--- src/core/gdfc_defines.vh ---
/*
 * constants of the gate-drive fault configuration slice: register offsets,
 * field positions, reset values and timing counts at a 5 ns clock.
 * assumes it is included by its bare name from the design file.
 */
`ifndef GDFC_DEFINES_VH
`define GDFC_DEFINES_VH

// ----------------------------------------------------------------------
// register offsets
// ----------------------------------------------------------------------
`define GDFC_ADDR_LS_CURRENT   4'h7
`define GDFC_ADDR_TIMING_MON   4'h8
`define GDFC_ADDR_OC_MON       4'h9

// ----------------------------------------------------------------------
// reset values
// ----------------------------------------------------------------------
`define GDFC_RST_LS_CURRENT    8'hff
`define GDFC_RST_TIMING_MON    8'h20
`define GDFC_RST_OC_MON        8'h20

// ----------------------------------------------------------------------
// field positions
// ----------------------------------------------------------------------
`define GDFC_SRC_MSB           7
`define GDFC_SRC_LSB           4
`define GDFC_SNK_MSB           3
`define GDFC_SNK_LSB           0
`define GDFC_GMODE_MSB         7
`define GDFC_GMODE_LSB         6
`define GDFC_TDRV_MSB          5
`define GDFC_TDRV_LSB          4
`define GDFC_TDEAD_MSB         3
`define GDFC_TDEAD_LSB         1
`define GDFC_GIND_BIT          0
`define GDFC_OMODE_MSB         7
`define GDFC_OMODE_LSB         6
`define GDFC_DG_MSB            5
`define GDFC_DG_LSB            4
`define GDFC_PD_MSB            3
`define GDFC_PD_LSB            2
`define GDFC_THR_BIT           1
`define GDFC_OIND_BIT          0

// ----------------------------------------------------------------------
// encodings
// ----------------------------------------------------------------------
`define GDFC_MODE_LATCH        2'h0
`define GDFC_MODE_CYCLE        2'h1
`define GDFC_MODE_WARN         2'h2
`define GDFC_MODE_OFF          2'h3
`define GDFC_BRG_HALF          2'h0
`define GDFC_BRG_PHEN          2'h1
`define GDFC_BRG_PWM           2'h2
`define GDFC_BRG_SPLIT         2'h3
`define GDFC_CODE_8MA          4'h6
`define GDFC_CODE_31MA         4'hc
`define GDFC_CODE_62MA         4'hf

// ----------------------------------------------------------------------
// times in their own units and derived cycle counts
// ----------------------------------------------------------------------
`define GDFC_CLK_NS            5
`define GDFC_CYC(ns)           (((ns) + `GDFC_CLK_NS - 1) / `GDFC_CLK_NS)
`define GDFC_TDRV_96_US        96
`define GDFC_TDRV_2_US         2
`define GDFC_TDRV_4_US         4
`define GDFC_TDRV_8_US         8
`define GDFC_DG_1_US           1
`define GDFC_DG_2_US           2
`define GDFC_DG_4_US           4
`define GDFC_DG_8_US           8
`define GDFC_DEAD_STEP_NS      250
`define GDFC_DEAD_2000_NS      2000
`define GDFC_DEAD_4000_NS      4000
`define GDFC_DEAD_8000_NS      8000

`endif

--- src/core/gdfc_regs.v ---
/*
 * gate-drive fault configuration slice: three 8-bit registers holding
 * low-side current codes, gate monitor / timing and overcurrent monitor
 * settings, plus the fault qualification and shutdown logic they steer.
 * assumes a serial front end that presents decoded register accesses
 * as one-cycle strobes, and monitor inputs synchronous to clk_sys.
 */
`timescale 1ns/1ps
`default_nettype none
`include "gdfc_defines.vh"

module gdfc_regs #(
    parameter [14:0] TDRV_96_CYC = `GDFC_CYC(`GDFC_TDRV_96_US * 1000)
) (
    // clock and reset
    input  wire       clk_sys,
    input  wire       reset,
    // register access
    input  wire [3:0] regAddr,
    input  wire [7:0] regWrData,
    input  wire       regWrEn,
    input  wire       regRdEn,
    output reg  [7:0] regRdData_ff,
    output reg        regRdHit_ff,
    // bridge and monitor inputs
    input  wire [1:0] bridge_input_control_mode,
    input  wire       switchEdge,
    input  wire [1:0] gateFaultRaw,
    input  wire [1:0] overcurrentRaw,
    input  wire       faultClear,
    // drive controls
    output reg  [3:0] lowside_source_current_code_ff,
    output reg  [3:0] lowside_sink_current_code_ff,
    output reg        gate_monitor_threshold_sel_ff,
    output reg        deadTimeActive_ff,
    output reg        blankingActive_ff,
    output reg  [1:0] halfBridgeOff_ff,
    // fault reporting
    output reg  [1:0] gateFaultLatched_ff,
    output reg  [1:0] ocFaultLatched_ff,
    output reg        gateWarning_ff,
    output reg        ocWarning_ff
);

    // ------------------------------------------------------------------
    // helper functions
    // ------------------------------------------------------------------
    // drive / blanking time in cycles
    function [14:0] tdrvCycles;
        input [1:0]  code;
        reg   [31:0] cyc;
        begin
            case (code)
                2'h0:    cyc = {17'h00000, TDRV_96_CYC};
                2'h1:    cyc = `GDFC_CYC(`GDFC_TDRV_2_US * 1000);
                2'h2:    cyc = `GDFC_CYC(`GDFC_TDRV_4_US * 1000);
                default: cyc = `GDFC_CYC(`GDFC_TDRV_8_US * 1000);
            endcase
            tdrvCycles = cyc[14:0]; // all counts fit the timer width
        end
    endfunction

    // inserted dead-time in cycles, 0 disables it
    function [10:0] deadCycles;
        input [2:0]  code;
        reg   [31:0] cyc;
        begin
            case (code)
                3'h0:    cyc = 32'h0;
                3'h1:    cyc = `GDFC_CYC(`GDFC_DEAD_STEP_NS);
                3'h2:    cyc = `GDFC_CYC(`GDFC_DEAD_STEP_NS * 2);
                3'h3:    cyc = `GDFC_CYC(`GDFC_DEAD_STEP_NS * 3);
                3'h4:    cyc = `GDFC_CYC(`GDFC_DEAD_STEP_NS * 4);
                3'h5:    cyc = `GDFC_CYC(`GDFC_DEAD_2000_NS);
                3'h6:    cyc = `GDFC_CYC(`GDFC_DEAD_4000_NS);
                default: cyc = `GDFC_CYC(`GDFC_DEAD_8000_NS);
            endcase
            deadCycles = cyc[10:0];
        end
    endfunction

    // overcurrent deglitch in cycles
    function [10:0] dgCycles;
        input [1:0]  code;
        reg   [31:0] cyc;
        begin
            case (code)
                2'h0:    cyc = `GDFC_CYC(`GDFC_DG_1_US * 1000);
                2'h1:    cyc = `GDFC_CYC(`GDFC_DG_2_US * 1000);
                2'h2:    cyc = `GDFC_CYC(`GDFC_DG_4_US * 1000);
                default: cyc = `GDFC_CYC(`GDFC_DG_8_US * 1000);
            endcase
            dgCycles = cyc[10:0];
        end
    endfunction

    // halves hit by a fault in half idx: own half only when independent in half or split bridge mode
    function [1:0] shutMask;
        input       indBit;
        input [1:0] brg;
        input       idx;
        begin
            if (indBit && (brg == `GDFC_BRG_HALF ||
                           brg == `GDFC_BRG_SPLIT)) begin
                shutMask = idx ? 2'h2 : 2'h1;
            end else begin
                shutMask = 2'h3;
            end
        end
    endfunction

    // ------------------------------------------------------------------
    // registers: written copy for readback, active copy for the logic
    // ------------------------------------------------------------------
    reg  [7:0] lsCur_ff;
    reg  [7:0] tmMon_ff;
    reg  [7:0] ocMon_ff;
    reg  [7:0] actLs_ff;
    reg  [7:0] actTm_ff;
    reg  [7:0] actOc_ff;

    // host writes land in the written copy at once
    always @(posedge clk_sys or posedge reset) begin
        if (reset) begin
            lsCur_ff <= `GDFC_RST_LS_CURRENT;
            tmMon_ff <= `GDFC_RST_TIMING_MON;
            ocMon_ff <= `GDFC_RST_OC_MON;
        end else if (regWrEn) begin
            case (regAddr)
                `GDFC_ADDR_LS_CURRENT: lsCur_ff <= regWrData;
                `GDFC_ADDR_TIMING_MON: tmMon_ff <= regWrData;
                `GDFC_ADDR_OC_MON:     ocMon_ff <= regWrData;
                default: ;
            endcase
        end
    end

    // readback of the last written value; unmapped reads return zero
    always @(posedge clk_sys or posedge reset) begin
        if (reset) begin
            regRdData_ff <= 8'h00;
            regRdHit_ff  <= 1'b0;
        end else if (regRdEn) begin
            regRdHit_ff <= 1'b1;
            case (regAddr)
                `GDFC_ADDR_LS_CURRENT: regRdData_ff <= lsCur_ff;
                `GDFC_ADDR_TIMING_MON: regRdData_ff <= tmMon_ff;
                `GDFC_ADDR_OC_MON:     regRdData_ff <= ocMon_ff;
                default: begin
                    regRdData_ff <= 8'h00;
                    regRdHit_ff  <= 1'b0;
                end
            endcase
        end else begin
            regRdHit_ff <= 1'b0;
        end
    end

    // settings move to the active copy only at a switching edge, so a
    // write never changes current or timing in the middle of a transition
    always @(posedge clk_sys or posedge reset) begin
        if (reset) begin
            actLs_ff <= `GDFC_RST_LS_CURRENT;
            actTm_ff <= `GDFC_RST_TIMING_MON;
            actOc_ff <= `GDFC_RST_OC_MON;
        end else if (switchEdge) begin
            actLs_ff <= lsCur_ff;
            actTm_ff <= tmMon_ff;
            actOc_ff <= ocMon_ff;
        end
    end

    // ------------------------------------------------------------------
    // field views of the active copy
    // ------------------------------------------------------------------
    wire [1:0] gateMode = actTm_ff[`GDFC_GMODE_MSB:`GDFC_GMODE_LSB];
    wire [1:0] tdrvCode = actTm_ff[`GDFC_TDRV_MSB:`GDFC_TDRV_LSB];
    wire [2:0] deadCode = actTm_ff[`GDFC_TDEAD_MSB:`GDFC_TDEAD_LSB];
    wire       gateInd  = actTm_ff[`GDFC_GIND_BIT];
    wire [1:0] ocMode   = actOc_ff[`GDFC_OMODE_MSB:`GDFC_OMODE_LSB];
    wire [1:0] dgCode   = actOc_ff[`GDFC_DG_MSB:`GDFC_DG_LSB];
    wire [1:0] pdCode   = actOc_ff[`GDFC_PD_MSB:`GDFC_PD_LSB];
    wire       ocInd    = actOc_ff[`GDFC_OIND_BIT];

    // ------------------------------------------------------------------
    // dead-time and drive / blanking timers
    // ------------------------------------------------------------------
    reg  [10:0] deadCnt_ff;
    reg  [14:0] blankCnt_ff;
    wire [10:0] nxt_deadCnt;
    wire [14:0] nxt_blankCnt;

    // timers restart on each switching edge using the settings just made
    // active, which is why they decode the written copy at that edge
    assign nxt_deadCnt = switchEdge ?
        deadCycles(tmMon_ff[`GDFC_TDEAD_MSB:`GDFC_TDEAD_LSB]) :
        ((deadCnt_ff != 11'h000) ? deadCnt_ff - 11'h001 : 11'h000);
    assign nxt_blankCnt = switchEdge ?
        tdrvCycles(tmMon_ff[`GDFC_TDRV_MSB:`GDFC_TDRV_LSB]) :
        ((blankCnt_ff != 15'h0000) ? blankCnt_ff - 15'h0001 : 15'h0000);

    always @(posedge clk_sys or posedge reset) begin
        if (reset) begin
            deadCnt_ff        <= 11'h000;
            blankCnt_ff       <= 15'h0000;
            deadTimeActive_ff <= 1'b0;
            blankingActive_ff <= 1'b0;
        end else begin
            deadCnt_ff        <= nxt_deadCnt;
            blankCnt_ff       <= nxt_blankCnt;
            deadTimeActive_ff <= (nxt_deadCnt != 11'h000);
            blankingActive_ff <= (nxt_blankCnt != 15'h0000);
        end
    end

    // ------------------------------------------------------------------
    // fault qualification per half-bridge
    // ------------------------------------------------------------------
    reg  [10:0] dgCnt_ff [0:1];
    reg  [1:0]  ocSeen_ff;
    reg  [1:0]  gateSeen_ff;
    reg  [1:0]  cycleOff_ff;
    reg         pulldownOvr_ff;
    reg  [1:0]  ocEvt;
    reg  [1:0]  gateEvt;
    reg  [1:0]  nxt_latched;
    reg  [1:0]  nxt_cycle;
    reg  [1:0]  nxt_gateLat;
    reg  [1:0]  nxt_ocLat;
    reg         nxt_gateWarn;
    reg         nxt_ocWarn;
    integer     i;
    integer     j;

    // monitors sleep while blanking; an event fires once per assertion
    always @* begin
        nxt_gateLat  = faultClear ? 2'h0 : gateFaultLatched_ff;
        nxt_ocLat    = faultClear ? 2'h0 : ocFaultLatched_ff;
        nxt_latched  = nxt_gateLat | nxt_ocLat;
        nxt_cycle    = switchEdge ? 2'h0 : cycleOff_ff;
        nxt_gateWarn = gateWarning_ff & ~faultClear;
        nxt_ocWarn   = ocWarning_ff & ~faultClear;
        for (i = 0; i < 2; i = i + 1) begin
            ocEvt[i]   = overcurrentRaw[i] && !blankingActive_ff &&
                         ocMode != `GDFC_MODE_OFF && !ocSeen_ff[i] &&
                         dgCnt_ff[i] + 11'h001 >= dgCycles(dgCode);
            gateEvt[i] = gateFaultRaw[i] && !blankingActive_ff &&
                         gateMode != `GDFC_MODE_OFF && !gateSeen_ff[i];
            // events are applied after the clears, so a set wins
            if (gateEvt[i]) begin
                case (gateMode)
                    `GDFC_MODE_LATCH: nxt_gateLat = nxt_gateLat |
                        shutMask(gateInd, bridge_input_control_mode,
                                 i[0]);
                    `GDFC_MODE_CYCLE: nxt_cycle = nxt_cycle |
                        shutMask(gateInd, bridge_input_control_mode,
                                 i[0]);
                    `GDFC_MODE_WARN: nxt_gateWarn = 1'b1;
                    default: ;
                endcase
            end
            if (ocEvt[i]) begin
                case (ocMode)
                    `GDFC_MODE_LATCH: nxt_ocLat = nxt_ocLat |
                        shutMask(ocInd, bridge_input_control_mode,
                                 i[0]);
                    `GDFC_MODE_CYCLE: nxt_cycle = nxt_cycle |
                        shutMask(ocInd, bridge_input_control_mode,
                                 i[0]);
                    `GDFC_MODE_WARN: nxt_ocWarn = 1'b1;
                    default: ;
                endcase
            end
        end
        nxt_latched = nxt_gateLat | nxt_ocLat;
    end

    // deglitch counters and per-assertion guards
    always @(posedge clk_sys or posedge reset) begin
        if (reset) begin
            dgCnt_ff[0] <= 11'h000;
            dgCnt_ff[1] <= 11'h000;
            ocSeen_ff   <= 2'h0;
            gateSeen_ff <= 2'h0;
        end else begin
            for (j = 0; j < 2; j = j + 1) begin
                if (!overcurrentRaw[j] || blankingActive_ff) begin
                    dgCnt_ff[j] <= 11'h000;
                end else if (dgCnt_ff[j] != 11'h7ff) begin
                    dgCnt_ff[j] <= dgCnt_ff[j] + 11'h001;
                end
                ocSeen_ff[j]   <= overcurrentRaw[j] &
                                  (ocSeen_ff[j] | ocEvt[j]);
                gateSeen_ff[j] <= gateFaultRaw[j] &
                                  (gateSeen_ff[j] | gateEvt[j]);
            end
        end
    end

    // ------------------------------------------------------------------
    // shutdown, warnings and drive outputs
    // ------------------------------------------------------------------
    always @(posedge clk_sys or posedge reset) begin
        if (reset) begin
            gateFaultLatched_ff <= 2'h0;
            ocFaultLatched_ff   <= 2'h0;
            cycleOff_ff         <= 2'h0;
            halfBridgeOff_ff    <= 2'h0;
            gateWarning_ff      <= 1'b0;
            ocWarning_ff        <= 1'b0;
            pulldownOvr_ff      <= 1'b0;
        end else begin
            gateFaultLatched_ff <= nxt_gateLat;
            ocFaultLatched_ff   <= nxt_ocLat;
            cycleOff_ff         <= nxt_cycle;
            halfBridgeOff_ff    <= nxt_latched | nxt_cycle;
            gateWarning_ff      <= nxt_gateWarn;
            ocWarning_ff        <= nxt_ocWarn;
            // override set by an overcurrent shutdown holds while any gate or overcurrent shutdown is in force
            if (|ocEvt && (ocMode == `GDFC_MODE_LATCH ||
                           ocMode == `GDFC_MODE_CYCLE)) begin
                pulldownOvr_ff <= 1'b1;
            end else if ((nxt_latched | nxt_cycle) == 2'h0) begin
                pulldownOvr_ff <= 1'b0;
            end
        end
    end

    // source code and threshold follow the active copy; the sink code does too unless the override forces a pdCode pulldown value
    always @(posedge clk_sys or posedge reset) begin
        if (reset) begin
            lowside_source_current_code_ff <= 4'hf;
            lowside_sink_current_code_ff   <= 4'hf;
            gate_monitor_threshold_sel_ff  <= 1'b0;
        end else begin
            lowside_source_current_code_ff <=
                actLs_ff[`GDFC_SRC_MSB:`GDFC_SRC_LSB];
            gate_monitor_threshold_sel_ff <=
                actOc_ff[`GDFC_THR_BIT];
            if (pulldownOvr_ff && pdCode != 2'h0) begin
                case (pdCode)
                    2'h1:    lowside_sink_current_code_ff <=
                                 `GDFC_CODE_8MA;
                    2'h2:    lowside_sink_current_code_ff <=
                                 `GDFC_CODE_31MA;
                    default: lowside_sink_current_code_ff <=
                                 `GDFC_CODE_62MA;
                endcase
            end else begin
                lowside_sink_current_code_ff <=
                    actLs_ff[`GDFC_SNK_MSB:`GDFC_SNK_LSB];
            end
        end
    end

endmodule // gdfc_regs
`default_nettype wire

--- config.mk ---
export PLATFORM = sky130hd
export DESIGN_NAME = gdfc_regs
export DESIGN_NICKNAME = d
export VERILOG_FILES = /design/src/core/gdfc_regs.v
export VERILOG_INCLUDE_DIRS = /design/src /design/src/core
export SDC_FILE = /design/constraint.sdc
export NUM_CORES = 1
export LEC_CHECK = 0
export BUFFER_PORTS_ARGS = -buffer_cell sky130_fd_sc_hd__buf_2
export CAP_MARGIN = 20
export CORE_MARGIN = 10
export CORE_UTILIZATION = 35
export CTS_BUF_LIST = sky130_fd_sc_hd__clkbuf_16
export DETAILED_ROUTE_END_ITERATION = 6
export PLACE_DENSITY = 0.49
export SYNTH_ARGS = -nofsm -noshare
export SYNTH_HDL_FRONTEND = slang
export SYNTH_SLANG_ARGS = --single-unit
--- constraint.sdc ---
create_clock -name clk_sys -period 4.8 [get_ports clk_sys]
set_clock_uncertainty 0.2 [all_clocks]
set_input_delay 0.24 -clock clk_sys [delete_from_list [all_inputs] [get_ports clk_sys]]
set_output_delay 0.24 -clock clk_sys [all_outputs]
set_load 0.005 [all_outputs]
==> results of run 1 <==
[cell type report]
class / instances / area (um^2) / area share (%)
multi-input cells: 421 / 3000 / 39.5
clock buffers: 17 / 425 / 5.60
clock inverters: 15 / 125 / 1.65
inverters: 34 / 130 / 1.71
flip-flops and latches: 126 / 3190 / 42.0
well taps: 229 / 287 / 3.77
repair buffers: 70 / 435 / 5.74
[critical path, cell delays in order (launching register included)]
cell	delay [ns]
dfrtp_1	0.42
ha_1	0.21
nand3_1	0.12
nor2_1	0.23
and3_1	0.27
xor2_1	0.18
ha_1	0.30
a21oi_1	0.14
nand2_1	0.10
o31ai_4	0.29
o21ai_1	0.16
a221o_1	0.33
[final timing paths]
check | from | to
setup / recovery | dgCnt_ff[0] | cycleOff_ff[0]
hold / removal | switchEdge | deadCnt_ff[3]
setup reg to reg | dgCnt_ff[0] | cycleOff_ff[0]
hold reg to reg | actLs_ff[6] | lowside_source_current_code_ff[2]
max in group asynchronous | reset | tmMon_ff[5]
min in group asynchronous | reset | dgCnt_ff[5]
[where the power goes]
| part | total (mW) | leakage [nW] | switching, mW | internal [mW] |
|---|---|---|---|---|
| registers | 1.46 | 1.57 | 0.180 | 1.28 |
| clock network | 1.19 | 0.254 | 0.486 | 0.707 |
| logic | 0.648 | 1.59 | 0.334 | 0.314 |
[repair_timing]
item / in CTS / in global routing
hold buffers: 15 / 0
resized for setup: 0 / 0
hold endpoints to repair: 87 / 0
[registers in the layout (all words and copies together), names as in the netlist, 3 cells and up]
name and count:
dgCnt_ff 22, blankCnt_ff 15, deadCnt_ff 11, actLs_ff 8, actOc_ff 8, lsCur_ff 8
ocMon_ff 8, regRdData_ff 8, tmMon_ff 8, lowside_sink_current_code_ff 4, lowside_source_current_code_ff 4, actTm_ff 3
[through the flow]
stage	setup slack (ns)	cells	hold WS [ns]	power (mW)	area, um^2
6_report	1.74	912	0.0950	3.31	7590
5_1_grt	1.54	912	0.130	3.51	7590
4_1_cts	1.73	912	0.0753	3.35	7590
3_5_place_dp	1.76	865	0.156	2.12	6890
3_3_place_gp	1.88	865	0.156	2.11	6890
2_1_floorplan	1.05	605	0.131	1.93	6430
[cell families after synthesis]
logic type / count (synthesis)
and+or+nand+nor: 183
buffers and inverters: 58
DFF: 126
xor gates and xnor gates: 41
AOI/OAI and AO/OA: 120
muxes: 45
adders and majority gates: 32
[placed cells by master (no fill, tap or decap), drive strengths merged, types with 23 or more instances in the layout]
cell / instances
mux2: 44
xor2: 23
dfrtp: 99
o21ai: 32
nand2: 39
a21oi: 39
nor2: 51
buf: 55
ha: 32
inv: 38
dfstp: 27
[metal layers]
layer	GRT usage, %	part of all wire (%)	vias to the layer above
met5	0	0	-
met2	20.5	48	69
met3	3.83	3.4	12
li1	-	-	2257
met1	16.0	47	2276
met4	3.70	1.2	0
==> impl_metrics.env, run 1 <==
export IMPL_synth_area_mm2=0.00643
export IMPL_synth_distinct_cells=66
export IMPL_critPathMaxFanout=5
export IMPL_cp_required_ns=4.89
export IMPL_synth_edf_count=0
export IMPL_synth_area_mux_share_pct=7.86
export IMPL_cts_buffer_depth=2
export IMPL_synthXorXnorAreaFrac_pct=5.58
export IMPL_yosys_area_top_type_share_pct=38.5
export IMPL_drive_gt1_share_pct=24.7
export IMPL_setup_viol=0
export IMPL_numCtsBuffers=17
export IMPL_synth_compound_area_share_pct=11.8
export IMPL_first_pass_iters=6
export IMPL_yosys_warnings=0
export IMPL_die_w_um=156
export IMPL_power_leakage_nw=3.41
export IMPL_route_final_wire_length_mm=14.6
export IMPL_dieArea_mm2=0.0242
export IMPL_netlist_top_cells_count="99 x dfrtp_1, 50 x nor2_1, 44 x mux2_2"
export IMPL_numClockSinks=126
export IMPL_clk_latency_ns=0.41
export IMPL_timing_final_crit_period_ns=3.06
export IMPL_max_slew_margin_pct=48.5
export IMPL_fmax_mhz=326
export IMPL_status="completed"
export IMPL_cts_root_buf="clkbuf_16"
export IMPL_via_per_inst=5.06
export IMPL_synthMostInstantiatedCell="dfrtp_1"
export IMPL_critPathCaptureType="flip-flop"
export IMPL_rsz0062_at_grt="no"
export IMPL_setup_tns_ns=0
export IMPL_ys_seq_area_share_pct=49.6
export IMPL_worstSetupStartpointType="flip-flop"
export IMPL_fin_crit_sh_pct=63.8
export IMPL_synth_main_ff_cell="dfrtp_1"
export IMPL_port_buffers=51
export IMPL_crit_type="reg -> reg"
export IMPL_coreArea_mm2=0.0180
export IMPL_ant_nets=0
export IMPL_rrSetupSlack_ns=1.74
export IMPL_clk_pin_slew_worst_paths_ns=0.06
export IMPL_area_growth_synth_to_final_pct=18.1
export IMPL_gr_usage_all_layers_pct=12.7
export IMPL_power_density_mw_per_mm2=436
export IMPL_synth_area_top_cells="dfrtp_1 39%, dfstp_2 11%, mux2_2 7.7%"
export IMPL_hold_viol_final=0
export IMPL_async_reset_ff_share_pct=100
export IMPL_ys_seq_elements=126
export IMPL_core_rowCount=49
export IMPL_post_route_drc_count=0
export IMPL_worstMarginPinSlew_ns=0.770
export IMPL_cp_data_arrival_time_ns=3.15
export IMPL_final_core_util_pct=42.1
export IMPL_drt_iter0_markers=176
export IMPL_n_fill_cell=1737
export IMPL_cts_htree_levels=4
export IMPL_avgSynthCellArea_um2=10.6
export IMPL_hp_class="in -> reg"
export IMPL_vias=4614
export IMPL_diodes=0
export IMPL_fp_dieH_um=156
export IMPL_post_cts_setup_buffers=0
export IMPL_synth_nets=661
export IMPL_grt_pass1_wl_mm=24.9
export IMPL_vdd_drop_max_uv=251
export IMPL_synthCells=605
export IMPL_synth_top_cell_by_area="dfrtp_1"
export IMPL_start_util_pct=35.7
export IMPL_yosys_area_share_simple_pct=15.3
export IMPL_place_hpwl_mm=10.4
export IMPL_yosys_area_share_adder_pct=6.23
export IMPL_ios=52
export IMPL_antenna_found_initial=0
export IMPL_drv_cap=0
export IMPL_nets=726
export IMPL_wl_per_cell_um=16.0
export IMPL_grt_pass1_vias=4849
export IMPL_synth_top_family_by_area="simple AND/OR/NAND/NOR gates"
export IMPL_grt_ovfl_total=0
export IMPL_grt_max_degree=60
export IMPL_r2r_cells=11
export IMPL_drv_slew=0
export IMPL_min_path_cells=3
export IMPL_cts_tree="built"
export IMPL_gp_congestion=0.828
No activity file was read; power rests on OpenSTA's default activity.
==> run 2, diff against run 1 <==
--- a/config.mk
+++ b/config.mk
@@ -12,7 +12,7 @@
 export CORE_UTILIZATION = 35
 export CTS_BUF_LIST = sky130_fd_sc_hd__clkbuf_16
 export DETAILED_ROUTE_END_ITERATION = 6
-export PLACE_DENSITY = 0.49
+export PLACE_DENSITY = 0.51
 export SYNTH_ARGS = -nofsm -noshare
 export SYNTH_HDL_FRONTEND = slang
 export SYNTH_SLANG_ARGS = --single-unit
==> constraint.sdc (replaced) <==
create_clock -name clk_sys -period 2.8 [get_ports clk_sys]
set_clock_uncertainty 0.2 [all_clocks]
set_input_delay 0.14 -clock clk_sys [delete_from_list [all_inputs] [get_ports clk_sys]]
set_output_delay 0.14 -clock clk_sys [all_outputs]
set_load 0.005 [all_outputs]
==> impl_metrics.env, run 2 (synthesis gave the netlist of run 1 again) <==
export IMPL_nets=765
export IMPL_coreArea_mm2=0.0180
export IMPL_hold_path_end="regRdHit_ff"
export IMPL_cts_buffer_depth=2
export IMPL_clk_latency_ns=0.41
export IMPL_final_core_util_pct=45.3
export IMPL_clk_pin_slew_worst_paths_ns=0.06
export IMPL_critPathCaptureType="flip-flop"
export IMPL_power_density_mw_per_mm2=723
export IMPL_drt_iter0_markers=216
export IMPL_ant_nets=0
export IMPL_grt_max_degree=41
export IMPL_cp_required_ns=2.90
export IMPL_r2r_end="cycleOff_ff[0]"
export IMPL_core_rowCount=49
export IMPL_die_w_um=156
export IMPL_crit_type="reg -> reg"
export IMPL_largest_reg_flops=22
export IMPL_largestRegisters="dgCnt_ff (22), blankCnt_ff (15), deadCnt_ff (11)"
export IMPL_min_path_cells=4
export IMPL_cts_root_buf="clkbuf_16"
export IMPL_max_stage_delay_ns=0.41
export IMPL_start_util_pct=35.7
export IMPL_power_leakage_nw=3.65
export IMPL_wl_per_cell_um=16.1
export IMPL_hold_viol_final=0
export IMPL_max_slew_margin_pct=50.9
export IMPL_cp_data_arrival_time_ns=2.90
export IMPL_area_growth_synth_to_final_pct=26.9
export IMPL_cts_htree_levels=4
export IMPL_via_per_inst=5.08
export IMPL_critPathSlowestCell="dfrtp_1"
export IMPL_first_pass_iters=5
export IMPL_fin_crit_sh_pct=100
export IMPL_final_common_cell="dfrtp_1"
export IMPL_rrSetupSlack_ns=0.00009
export IMPL_fmax_mhz=357
export IMPL_hp_class="in -> reg"
export IMPL_n_fill_cell=1680
export IMPL_post_route_drc_count=0
export IMPL_gr_usage_all_layers_pct=12.9
export IMPL_grt_pass1_vias=5160
export IMPL_vias=4829
export IMPL_critPathMaxFanout=4
export IMPL_rsz0062_at_grt="yes"
export IMPL_worstHoldStart="regAddr[2]"
export IMPL_worstSetupStartpointType="flip-flop"
export IMPL_drive_gt1_share_pct=33.5
export IMPL_place_hpwl_mm=10.9
export IMPL_gp_congestion=0.845
export IMPL_grt_ovfl_total=0
export IMPL_crit_chain="ha_4 -> nand3_4 -> nor2_4 -> and3_4 -> xor2_1 -> ha_1 -> a21oi_2 -> nand2_2 -> o31ai_4 -> o21ai_2 -> a221o_1"
export IMPL_grt_pass1_wl_mm=25.7
export IMPL_timing_final_crit_period_ns=2.80
export IMPL_dieArea_mm2=0.0242
export IMPL_numClockSinks=126
export IMPL_layout_common_cells="99 x dfrtp_1, 51 x buf_2, 44 x mux2_2, 44 x nor2_1, 40 x buf_4"
export IMPL_drv_cap=0
export IMPL_drv_slew=0
export IMPL_vdd_drop_max_uv=401
export IMPL_cp_top_family="compound AO/OA/AOI/OAI gates"
export IMPL_cts_tree="built"
export IMPL_antenna_found_initial=0
export IMPL_port_buffers=51
export IMPL_reg2reg_from="dgCnt_ff[1]"
export IMPL_r2r_cells=11
export IMPL_route_final_wire_length_mm=15.4
export IMPL_numCtsBuffers=17
export IMPL_diodes=0
export IMPL_top_register="dgCnt_ff"
export IMPL_cp_depth=11
export IMPL_worst_slack_ns=0.0000935
export IMPL_worstMarginPinSlew_ns=0.735
export IMPL_fp_dieH_um=156
export IMPL_cp_num_buf_inv=0
export IMPL_setup_viol=0
export IMPL_status="completed"
export IMPL_ios=52
export IMPL_dp_slack_ns=-0.191
run 2: how the worst max path moves through the flow:
| stage | startpoint | end |
|---|---|---|
| 2_1_floorplan | dgCnt_ff[11] | cycleOff_ff[0] |
| 3_3_place_gp | dgCnt_ff[1] | halfBridgeOff_ff[0] |
| 3_5_place_dp | dgCnt_ff[1] | cycleOff_ff[0] |
| 4_1_cts | dgCnt_ff[0] | halfBridgeOff_ff[0] |
| 5_1_grt | dgCnt_ff[0] | cycleOff_ff[0] |
| 6_report | dgCnt_ff[1] | cycleOff_ff[0] |
run 2: tightest hold or removal path, cell delays in order:
cell     delay (ns)
buf_2          0.08
nor3b_1        0.04
buf_4          0.17
o21a_1         0.19
run 2: metal layers:
metal,share of wire (%),global-route usage (%),vias up
met5,0,0,-
met2,48,20.9,86
met4,1.6,4.28,0
met3,3.7,3.75,20
met1,47,16.3,2385
li1,-,-,2338
run 2: what timing repair did:
action / 4_1_cts / 5_1_grt
endpoints found under the setup margin: 8 / 18
pin swaps: 8 / 15
endpoints found under the hold margin: 71 / 0
resized for setup: 11 / 28
hold buffers: 16 / 0
buffers inserted: 11 / 6
run 2: metrics by stage:
step                      cell area (um^2)  TNS, ns  power (mW)  instances  hold slack (ns)
after CTS                             7970        0        5.94        945           0.0280
after global routing                  8160   -0.873        6.24        951           0.0266
after detailed placement              7070   -0.509        3.69        886           0.0991
after floorplan                       6430        0        3.31        605           0.0314
after global placement                7070   -0.173        3.65        886           0.0963
final                                 8160        0        5.90        951           0.0399
run 2: final cells by class:
cell class | count | area, um^2 | share of cell area, %
multi-input cells | 421 | 3200 | 39.2
clock inverters | 12 | 96.3 | 1.18
repair buffers | 109 | 756 | 9.27
well taps | 229 | 287 | 3.51
flip-flops and latches | 126 | 3190 | 39.1
clock buffers | 20 | 500 | 6.14
inverters | 34 | 131 | 1.61
run 2: power breakdown:
part / switching, mW / internal, mW / total [mW]
sequential: 0.313 / 2.20 / 2.52
combinational: 0.606 / 0.585 / 1.19
clock: 0.880 / 1.31 / 2.19
total: 1.80 / 4.10 / 5.90
